$ cat config.mk
export PLATFORM = sky130hd
export DESIGN_NAME = pmt_timer
export DESIGN_NICKNAME = d
export VERILOG_FILES = /design/src/hdl/pmt_pkg.sv /design/src/hdl/pmt_timer.sv /design/src/hdl/pmt_prescaler.sv
export SDC_FILE = /design/constraint.sdc
export NUM_CORES = 1
export LEC_CHECK = 0
export BUFFER_PORTS_ARGS = -buffer_cell sky130_fd_sc_hd__buf_2
export CAP_MARGIN = 10
export CORE_ASPECT_RATIO = 0.5
export CORE_MARGIN = 10
export CORE_UTILIZATION = 30
export CTS_CLUSTER_DIAMETER = 40
export DETAILED_ROUTE_END_ITERATION = 12
export GPL_ROUTABILITY_DRIVEN = 0
export PLACE_DENSITY = 0.62
export SLEW_MARGIN = 0
export SYNTH_ARGS = -nofsm -noshare
export SYNTH_HDL_FRONTEND = slang
export SYNTH_SLANG_ARGS = --single-unit
$ cat constraint.sdc
create_clock -name i_core_clk -period 5.26 [get_ports i_core_clk]
set_clock_uncertainty 0.2 [all_clocks]
set_input_delay 0 -clock i_core_clk [delete_from_list [all_inputs] [get_ports i_core_clk]]
set_output_delay 0 -clock i_core_clk [all_outputs]
set_load 0.01 [all_outputs]
$ cat src/hdl/pmt_pkg.sv
package pmt_pkg;

    localparam int ADDR_W = 12;
    localparam int DATA_W = 32;

    // register indexes; byte address is four times the index
    localparam logic [7:0] IDX_CORE_IRQ_CTRL  = 8'h0B;
    localparam logic [7:0] IDX_PERIPH_FLAGS   = 8'h0C;
    localparam logic [7:0] IDX_TIMER_COUNT    = 8'h11;
    localparam logic [7:0] IDX_TIMER_CONTROL  = 8'h12;
    localparam logic [7:0] IDX_PERIPH_ENABLES = 8'h8C;
    localparam logic [7:0] IDX_TIMER_PERIOD   = 8'h92;

    // field positions
    localparam int GLOBAL_IRQ_EN_BIT = 7;
    localparam int PERIPH_IRQ_EN_BIT = 6;
    localparam int MATCH_FLAG_BIT    = 1;
    localparam int MATCH_IE_BIT      = 1;
    localparam int CTRL_W            = 7;

    // values after reset
    localparam logic [7:0]        COUNT_RST  = 8'h00;
    localparam logic [7:0]        PERIOD_RST = 8'hFF;
    localparam logic [CTRL_W-1:0] CTRL_RST   = 7'h00;
    localparam logic [3:0]        POST_RST   = 4'h0;

    // instruction clock is the core clock divided by four
    localparam logic [1:0] INSTR_DIV_TC = 2'h3;
    // prescaler terminal counts for 1:1, 1:4, 1:16
    localparam logic [3:0] PRE_TC_1  = 4'h0;
    localparam logic [3:0] PRE_TC_4  = 4'h3;
    localparam logic [3:0] PRE_TC_16 = 4'hF;

    localparam logic [1:0] RESP_OKAY   = 2'h0;
    localparam logic [1:0] RESP_DECERR = 2'h3;

    typedef enum logic [2:0] {
        SEL_NONE,
        SEL_CORE_IRQ,
        SEL_FLAGS,
        SEL_COUNT,
        SEL_CONTROL,
        SEL_ENABLES,
        SEL_PERIOD
    } pmt_reg_sel_t;

    typedef struct packed {
        logic [3:0] postscale_select;
        logic       timer_run_enable;
        logic [1:0] prescale_select;
    } pmt_ctrl_t;

    typedef struct packed {
        logic [7:0] value;
        logic       period_match;
    } pmt_pwm_feed_t;

endpackage

$ cat src/hdl/pmt_timer.sv
// Operation
// - count register is software read/write and cleared by every reset
// - count input is core clock over four, prescaled 1, 4 or 16
// - each match advances 4-bit postscaler; expiry sets timer match flag
// - writes to count or control, and reset, clear prescale and postscale counts
// - control write leaves the count value unchanged
// - count climbs to period, next increment returns to zero with a match
// - period register is software read/write, all ones after reset
// - match before postscaler goes out to the serial port
// - count value and period match go out to the PWM block
// - unimplemented register bits read as zero
module pmt_timer
    import pmt_pkg::*;
(
    input  wire logic              i_core_clk,
    input  wire logic              i_rst_b,
    input  wire logic              i_awvalid,
    output logic                   o_awready,
    input  wire logic [ADDR_W-1:0] i_awaddr,
    input  wire logic [2:0]        i_awprot,
    input  wire logic              i_wvalid,
    output logic                   o_wready,
    input  wire logic [DATA_W-1:0] i_wdata,
    input  wire logic [3:0]        i_wstrb,
    output logic                   o_bvalid,
    input  wire logic              i_bready,
    output logic [1:0]             o_bresp,
    input  wire logic              i_arvalid,
    output logic                   o_arready,
    input  wire logic [ADDR_W-1:0] i_araddr,
    input  wire logic [2:0]        i_arprot,
    output logic                   o_rvalid,
    input  wire logic              i_rready,
    output logic [DATA_W-1:0]      o_rdata,
    output logic [1:0]             o_rresp,
    output logic                   o_serial_match,
    output pmt_pwm_feed_t          o_pwm_feed,
    output logic                   o_irq
);

    logic [ADDR_W-1:0] aw_addr_reg;
    logic [7:0]        w_data_reg;
    logic              w_lane_reg;
    logic              wr_fire;
    pmt_reg_sel_t      wr_sel;
    pmt_reg_sel_t      rd_sel;
    logic              wr_count;
    logic              wr_control;
    logic              wr_period;
    logic              wr_flags;
    logic              wr_enables;
    logic              wr_core_irq;
    logic [7:0]        rd_value;

    logic [7:0]        count_reg;
    logic [7:0]        period_reg;
    pmt_ctrl_t         ctrl_reg;
    logic [3:0]        post_cnt_reg;
    logic              match_flag_reg;
    logic              match_ie_reg;
    logic              periph_ie_reg;
    logic              global_ie_reg;
    logic              tick;
    logic              count_clear;
    logic              match_event;
    logic              post_expire;

    function automatic pmt_reg_sel_t decode(input logic [ADDR_W-1:0] a);
        logic [ADDR_W-3:0] idx;
        idx = a[ADDR_W-1:2];
        if (a[1:0] != 2'h0)
            decode = SEL_NONE;
        else if (idx == {2'h0, IDX_CORE_IRQ_CTRL})
            decode = SEL_CORE_IRQ;
        else if (idx == {2'h0, IDX_PERIPH_FLAGS})
            decode = SEL_FLAGS;
        else if (idx == {2'h0, IDX_TIMER_COUNT})
            decode = SEL_COUNT;
        else if (idx == {2'h0, IDX_TIMER_CONTROL})
            decode = SEL_CONTROL;
        else if (idx == {2'h0, IDX_PERIPH_ENABLES})
            decode = SEL_ENABLES;
        else if (idx == {2'h0, IDX_TIMER_PERIOD})
            decode = SEL_PERIOD;
        else
            decode = SEL_NONE;
    endfunction

    // write channel: address and data taken in either order, one write at a time
    assign wr_fire     = !o_awready && !o_wready && !o_bvalid;
    assign wr_sel      = decode(aw_addr_reg);
    assign wr_count    = wr_fire && w_lane_reg && (wr_sel == SEL_COUNT);
    assign wr_control  = wr_fire && w_lane_reg && (wr_sel == SEL_CONTROL);
    assign wr_period   = wr_fire && w_lane_reg && (wr_sel == SEL_PERIOD);
    assign wr_flags    = wr_fire && w_lane_reg && (wr_sel == SEL_FLAGS);
    assign wr_enables  = wr_fire && w_lane_reg && (wr_sel == SEL_ENABLES);
    assign wr_core_irq = wr_fire && w_lane_reg && (wr_sel == SEL_CORE_IRQ);

    always_ff @(posedge i_core_clk or negedge i_rst_b)
    begin
        if (!i_rst_b)
        begin
            o_awready   <= 1'b1;
            aw_addr_reg <= '0;
        end
        else if (o_awready && i_awvalid)
        begin
            o_awready   <= 1'b0;
            aw_addr_reg <= i_awaddr;
        end
        else if (o_bvalid && i_bready)
            o_awready <= 1'b1;
    end

    always_ff @(posedge i_core_clk or negedge i_rst_b)
    begin
        if (!i_rst_b)
        begin
            o_wready   <= 1'b1;
            w_data_reg <= 8'h00;
            w_lane_reg <= 1'b0;
        end
        else if (o_wready && i_wvalid)
        begin
            o_wready   <= 1'b0;
            w_data_reg <= i_wdata[7:0];
            w_lane_reg <= i_wstrb[0];
        end
        else if (o_bvalid && i_bready)
            o_wready <= 1'b1;
    end

    always_ff @(posedge i_core_clk or negedge i_rst_b)
    begin
        if (!i_rst_b)
        begin
            o_bvalid <= 1'b0;
            o_bresp  <= RESP_OKAY;
        end
        else if (wr_fire)
        begin
            o_bvalid <= 1'b1;
            o_bresp  <= (wr_sel == SEL_NONE) ? RESP_DECERR : RESP_OKAY;
        end
        else if (o_bvalid && i_bready)
            o_bvalid <= 1'b0;
    end

    // read side; unused and unimplemented bits are zero
    assign rd_sel = decode(i_araddr);

    always_comb
    begin
        rd_value = 8'h00;
        case (rd_sel)
            SEL_CORE_IRQ:
            begin
                rd_value[GLOBAL_IRQ_EN_BIT] = global_ie_reg;
                rd_value[PERIPH_IRQ_EN_BIT] = periph_ie_reg;
            end
            SEL_FLAGS:   rd_value[MATCH_FLAG_BIT] = match_flag_reg;
            SEL_ENABLES: rd_value[MATCH_IE_BIT] = match_ie_reg;
            SEL_COUNT:   rd_value = count_reg;
            SEL_CONTROL: rd_value = {1'b0, ctrl_reg};
            SEL_PERIOD:  rd_value = period_reg;
            default:     rd_value = 8'h00;
        endcase
    end

    always_ff @(posedge i_core_clk or negedge i_rst_b)
    begin
        if (!i_rst_b)
        begin
            o_arready <= 1'b1;
            o_rvalid  <= 1'b0;
            o_rdata   <= '0;
            o_rresp   <= RESP_OKAY;
        end
        else if (o_arready && i_arvalid)
        begin
            o_arready <= 1'b0;
            o_rvalid  <= 1'b1;
            o_rdata   <= {24'h000000, rd_value};
            o_rresp   <= (rd_sel == SEL_NONE) ? RESP_DECERR : RESP_OKAY;
        end
        else if (o_rvalid && i_rready)
        begin
            o_rvalid  <= 1'b0;
            o_arready <= 1'b1;
        end
    end

    // timing chain
    assign count_clear = wr_count || wr_control;

    pmt_prescaler u_prescaler (
        .i_core_clk        (i_core_clk),
        .i_rst_b           (i_rst_b),
        .i_clear           (count_clear),
        .i_prescale_select (ctrl_reg.prescale_select),
        .o_tick            (tick)
    );

    // a control write restarts the prescale phase, so no step that cycle
    assign match_event = tick && ctrl_reg.timer_run_enable && !count_clear
                         && (count_reg == period_reg);
    assign post_expire = match_event && (post_cnt_reg == ctrl_reg.postscale_select);

    always_ff @(posedge i_core_clk or negedge i_rst_b)
    begin
        if (!i_rst_b)
            count_reg <= COUNT_RST;
        else if (wr_count)
            count_reg <= w_data_reg;
        else if (wr_control)
            count_reg <= count_reg;
        else if (match_event)
            count_reg <= 8'h00;
        else if (tick && ctrl_reg.timer_run_enable)
            count_reg <= count_reg + 8'h01;
    end

    always_ff @(posedge i_core_clk or negedge i_rst_b)
    begin
        if (!i_rst_b)
            period_reg <= PERIOD_RST;
        else if (wr_period)
            period_reg <= w_data_reg;
    end

    always_ff @(posedge i_core_clk or negedge i_rst_b)
    begin
        if (!i_rst_b)
            ctrl_reg <= CTRL_RST;
        else if (wr_control)
            ctrl_reg <= w_data_reg[CTRL_W-1:0];
    end

    always_ff @(posedge i_core_clk or negedge i_rst_b)
    begin
        if (!i_rst_b)
            post_cnt_reg <= POST_RST;
        else if (count_clear)
            post_cnt_reg <= POST_RST;
        else if (post_expire)
            post_cnt_reg <= POST_RST;
        else if (match_event)
            post_cnt_reg <= post_cnt_reg + 4'h1;
    end

    // hardware set beats a software clear in the same cycle
    always_ff @(posedge i_core_clk or negedge i_rst_b)
    begin
        if (!i_rst_b)
            match_flag_reg <= 1'b0;
        else if (post_expire)
            match_flag_reg <= 1'b1;
        else if (wr_flags)
            match_flag_reg <= w_data_reg[MATCH_FLAG_BIT];
    end

    always_ff @(posedge i_core_clk or negedge i_rst_b)
    begin
        if (!i_rst_b)
            match_ie_reg <= 1'b0;
        else if (wr_enables)
            match_ie_reg <= w_data_reg[MATCH_IE_BIT];
    end

    always_ff @(posedge i_core_clk or negedge i_rst_b)
    begin
        if (!i_rst_b)
        begin
            global_ie_reg <= 1'b0;
            periph_ie_reg <= 1'b0;
        end
        else if (wr_core_irq)
        begin
            global_ie_reg <= w_data_reg[GLOBAL_IRQ_EN_BIT];
            periph_ie_reg <= w_data_reg[PERIPH_IRQ_EN_BIT];
        end
    end

    // outputs registered; one cycle behind the internal state
    always_ff @(posedge i_core_clk or negedge i_rst_b)
    begin
        if (!i_rst_b)
        begin
            o_serial_match <= 1'b0;
            o_pwm_feed     <= '0;
            o_irq          <= 1'b0;
        end
        else
        begin
            o_serial_match          <= match_event;
            o_pwm_feed.value        <= count_reg;
            o_pwm_feed.period_match <= match_event;
            o_irq <= match_flag_reg && match_ie_reg && periph_ie_reg && global_ie_reg;
        end
    end

    a_count_wraps: assert property (@(posedge i_core_clk) disable iff (!i_rst_b)
        tick && ctrl_reg.timer_run_enable && !count_clear && count_reg == period_reg
        |=> count_reg == 8'h00 && o_serial_match)
        else $error("count did not wrap at period");

    a_count_steps: assert property (@(posedge i_core_clk) disable iff (!i_rst_b)
        tick && ctrl_reg.timer_run_enable && !count_clear && count_reg != period_reg
        |=> count_reg == $past(count_reg) + 8'h01)
        else $error("count did not step by one");

    a_halt_holds: assert property (@(posedge i_core_clk) disable iff (!i_rst_b)
        !ctrl_reg.timer_run_enable && !wr_count |=> count_reg == $past(count_reg))
        else $error("count moved while halted");

    a_control_keeps: assert property (@(posedge i_core_clk) disable iff (!i_rst_b)
        wr_control |=> count_reg == $past(count_reg) && post_cnt_reg == POST_RST)
        else $error("control write disturbed count");

    a_count_write: assert property (@(posedge i_core_clk) disable iff (!i_rst_b)
        wr_count |=> count_reg == $past(w_data_reg) && post_cnt_reg == POST_RST)
        else $error("count write not applied");

    a_flag_expiry: assert property (@(posedge i_core_clk) disable iff (!i_rst_b)
        match_event && post_cnt_reg == ctrl_reg.postscale_select |=> match_flag_reg)
        else $error("flag not set on postscale expiry");

    a_flag_early: assert property (@(posedge i_core_clk) disable iff (!i_rst_b)
        !match_flag_reg && !wr_flags ##1 match_flag_reg |-> $past(post_expire))
        else $error("flag set without postscale expiry");

    a_irq_gate: assert property (@(posedge i_core_clk) disable iff (!i_rst_b)
        o_irq |-> $past(match_flag_reg && match_ie_reg && periph_ie_reg && global_ie_reg))
        else $error("irq without all enables");

    a_period_write: assert property (@(posedge i_core_clk) disable iff (!i_rst_b)
        wr_period |=> period_reg == $past(w_data_reg))
        else $error("period write not applied");

    a_pwm_feed: assert property (@(posedge i_core_clk) disable iff (!i_rst_b)
        ##1 o_pwm_feed.value == $past(count_reg) && o_pwm_feed.period_match == o_serial_match)
        else $error("pwm feed out of step");

    a_upper_zero: assert property (@(posedge i_core_clk) disable iff (!i_rst_b)
        o_rvalid |-> o_rdata[31:8] == 24'h000000)
        else $error("upper read bits not zero");

    a_read_hold: assert property (@(posedge i_core_clk) disable iff (!i_rst_b)
        o_rvalid && !i_rready |=> o_rvalid && $stable(o_rdata))
        else $error("read data dropped before taken");

    c_wrap: cover property (@(posedge i_core_clk) disable iff (!i_rst_b) match_event);
    c_flag: cover property (@(posedge i_core_clk) disable iff (!i_rst_b) post_expire && wr_flags);
    c_irq: cover property (@(posedge i_core_clk) disable iff (!i_rst_b) o_irq);
    c_bad_read: cover property (@(posedge i_core_clk) disable iff (!i_rst_b)
        o_rvalid && o_rresp == RESP_DECERR);

endmodule

$ cat src/hdl/pmt_prescaler.sv
module pmt_prescaler
    import pmt_pkg::*;
(
    input  wire logic       i_core_clk,
    input  wire logic       i_rst_b,
    input  wire logic       i_clear,
    input  wire logic [1:0] i_prescale_select,
    output logic            o_tick
);

    logic [1:0] quarter_reg;
    logic [3:0] pre_cnt_reg;
    logic       instr_en;
    logic [3:0] pre_tc;

    function automatic logic [3:0] pre_limit(input logic [1:0] sel);
        case (sel)
            2'h0:    pre_limit = PRE_TC_1;
            2'h1:    pre_limit = PRE_TC_4;
            default: pre_limit = PRE_TC_16;
        endcase
    endfunction

    assign instr_en = (quarter_reg == INSTR_DIV_TC);
    assign pre_tc   = pre_limit(i_prescale_select);

    // free running; only the prescale count is cleared
    always_ff @(posedge i_core_clk or negedge i_rst_b)
        if (!i_rst_b)
            quarter_reg <= 2'h0;
        else
            quarter_reg <= quarter_reg + 2'h1;

    always_ff @(posedge i_core_clk or negedge i_rst_b)
    begin
        if (!i_rst_b)
            pre_cnt_reg <= 4'h0;
        else if (i_clear)
            pre_cnt_reg <= 4'h0;
        else if (instr_en)
            pre_cnt_reg <= (pre_cnt_reg >= pre_tc) ? 4'h0 : pre_cnt_reg + 4'h1;
    end

    always_ff @(posedge i_core_clk or negedge i_rst_b)
        if (!i_rst_b)
            o_tick <= 1'b0;
        else
            o_tick <= instr_en && (pre_cnt_reg >= pre_tc) && !i_clear;

    a_prescale_clear: assert property (@(posedge i_core_clk) disable iff (!i_rst_b)
        i_clear |=> pre_cnt_reg == 4'h0 && !o_tick)
        else $error("prescaler not cleared");

    a_tick_spacing: assert property (@(posedge i_core_clk) disable iff (!i_rst_b)
        o_tick |=> !o_tick [*3])
        else $error("ticks closer than one instruction cycle");

endmodule

==> reports/qor.txt <==
result of the run: finished, final reports clean
Largest register FFs: 12
Layout Nets: 609
number of flops mapped to enable cells by yosys: 0
Register Area: 0.002116 mm2
H-tree depth: 3
total wire length: 11,510 um
port bufs: 67
fin area: 0.005647 mm2
clock latency on the worst-skew pair: 340 ps
Inserted Diodes: 0
ANT nets after route: 0
Max-Cap Viols: 0
post-CTS setup buffer count: 0
Crit path required time: 5280 ps
Power Dens Cells: 355.5 mW/mm2
layout cell share with drive strength beyond 1: 27.77%
final setup vio count: 0
Inserted Clock Buffers: 9
total grt overflow: 0
Wirelength per Cell: 15.74 um
Post-DP Area: 0.004997 mm2
DR DRC count: 0
Setup Crit Path Kind: flip-flop to flip-flop
RSZ-0062 raised after global routing: no
final hold viol count: 0
Root Buffer Master: clkbuf_16
P&R area growth vs syn: 23.92%
Worst-path clk slew: 60 ps
Initial Util: 31.08%
I/O Pins: 125
GRT Total Usage: 11.40%
R2R setup slack: 2500 ps
Synth Instances: 428
Critical R2R Capture: global_ie_reg$_DFFE_PN0P_
synth unique cells: 70
crit share post-route: 52.48%
leading cell type in the layout, fill and taps excluded: dfrtp_1
clock tree buffer depth: 2
Worst slew margin: 29.80%
top_reg_cell synth: dfrtp_1
fin. max-slew vios: 0
most frequent cells in the layout: dfrtp_1, buf_2, nand2_1
DP HPWL: 8473 um
hold-critical path endpoint: o_rdata[6]$_DFFE_PN0P_
#FFs+latches synth: 84
CP Data Arrival Time: 2780 ps
site row count: 31
DRT Pass-1 Iters: 4
setup TNS: 0 ps
Hold Path Origin: i_araddr[8]
initial antenna violation count: 0
Peak VDD IR: 0.0001658 V
Tightest Hold Check Type: input pin to flip-flop
die width: 194.3 um
Core Footprint: 0.01466 mm2
FF-to-FF Start: aw_addr_reg[11]$_DFFE_PN0P_
largest net degree at the start of global routing: 85
mapped cell area: 0.004557 mm2
min Tclk post-route: 2760 ps
Vias/cell: 4.949
Chip Height: 107.2 um
multi-input logic area: 0.002240 mm2
first-pass GRT wire length: 19,400 um
Post-CTS Resized: 0
ys async rst share: 100.0%
# fillers: 1,478
total die area: 0.02082 mm2
Synthesis Warnings: 0
via count: 3,618
CP Max Fanout: 6
clock sinks: 84
P_leak: 2.546 nW
hold-critical path depth: 6
Seq/Total Area, Yosys: 46.43%
Setup crit end kind: flip-flop
startpoint types: flip-flop
FF-to-FF path depth: 5
Least-Margin Pin Slew: 1053 ps
Max Fclk: 0.3623 GHz
Mapped Avg Cell Area: 10.65 um2
initial DRC count: 324
vias in the first global route: 3,722
CTS tree: done
[worst max path at each step]
stage / from / end / cells past startpoint
final: aw_addr_reg[11]$_DFFE_PN0P_ / global_ie_reg$_DFFE_PN0P_ / 5
after global routing: o_awready$_DFFE_PN1P_ / count_reg[0]$_DFFE_PN0P_ / 5
after CTS: aw_addr_reg[11]$_DFFE_PN0P_ / global_ie_reg$_DFFE_PN0P_ / 5
after detailed placement: aw_addr_reg[11]$_DFFE_PN0P_ / global_ie_reg$_DFFE_PN0P_ / 5
after global placement: aw_addr_reg[11]$_DFFE_PN0P_ / periph_ie_reg$_DFFE_PN0P_ / 5
after floorplan: aw_addr_reg[11]$_DFFE_PN0P_ / count_reg[5]$_DFFE_PN0P_ / 7
[routing by layer]
| metal | GRT usage [%] | vias to the layer above | part of all wire, % |
|---|---|---|---|
| met1 | 15.05 | 1787 | 49 |
| met3 | 3.389 | 11 | 5.8 |
| met4 | 3.603 | 0 | 1.2 |
| met5 | 0 | - | 0 |
| li1 | - | 1730 | - |
| met2 | 17.64 | 90 | 44 |
[timing repair]
action / in CTS / in global routing
endpoints found under the hold margin: 103 / 0
hold buffers: 32 / 0
setup endpoints to repair: 0 / 0
[power breakdown]
part / switching (mW) / internal, mW
combinational: 0.190 / 0.208
sequential: 0.141 / 0.775
clock: 0.252 / 0.441
total: 0.583 / 1.42
[per-stage QoR]
stage / utilization, % / power, mW / hold WS [ps] / instances / setup WS [ps]
3_3_place_gp: 34.08 / 1.289 / -43.95 / 683 / 2518
6_report: 38.51 / 2.008 / 19.25 / 731 / 2500
5_1_grt: 38.51 / 2.132 / 56.85 / 731 / 2257
4_1_cts: 38.51 / 2.030 / 5.648 / 731 / 2475
2_1_floorplan: - / 1.173 / -495.6 / 451 / 2829
3_5_place_dp: 34.08 / 1.302 / -34.63 / 683 / 2492
[layout make-up]
class | instances | area share [%]
inverters | 11 | 0.7312
clock inverters | 4 | 1.285
well taps | 198 | 4.387
flip-flops and latches | 84 | 37.47
multi-input cells | 321 | 39.66
clock buffers | 12 | 4.542
repair buffers | 101 | 11.92
[worst max-delay path: stages (launching register included)]
cell	delay, ps
dfrtp_1	370
or3_4	400
or3_1	480
a21o_2	280
nor4_2	510
mux2_2	390
[synthesized netlist by cell type, types with 5 or more instances]
cell / count / area (um2)
dfstp_2: 11 / 289.0
nor3_1: 9 / 45.04
nand3_1: 14 / 70.07
a222oi_1: 5 / 50.05
nor2_1: 23 / 86.33
xnor2_1: 8 / 70.07
nand2_1: 45 / 168.9
and3_1: 8 / 50.05
buf_4: 28 / 210.2
inv_1: 11 / 41.29
mux2_2: 32 / 360.4
a21oi_1: 17 / 85.08
ha_1: 8 / 100.1
dfrtp_1: 73 / 1827
mux2i_1: 6 / 60.06
a21o_1: 5 / 37.54
o21ai_0: 13 / 65.06
a22oi_1: 5 / 37.54
[cells by family after synthesis]
group           synth area share, %
other cells                 0.08229
fa+ha+maj                     2.197
simple gates                  18.56
mux                           9.720
xor+xnor                      2.306
buf+inv                       6.480
compound gates                14.22
flops                         46.43
Power figures use the tool's default switching activity.
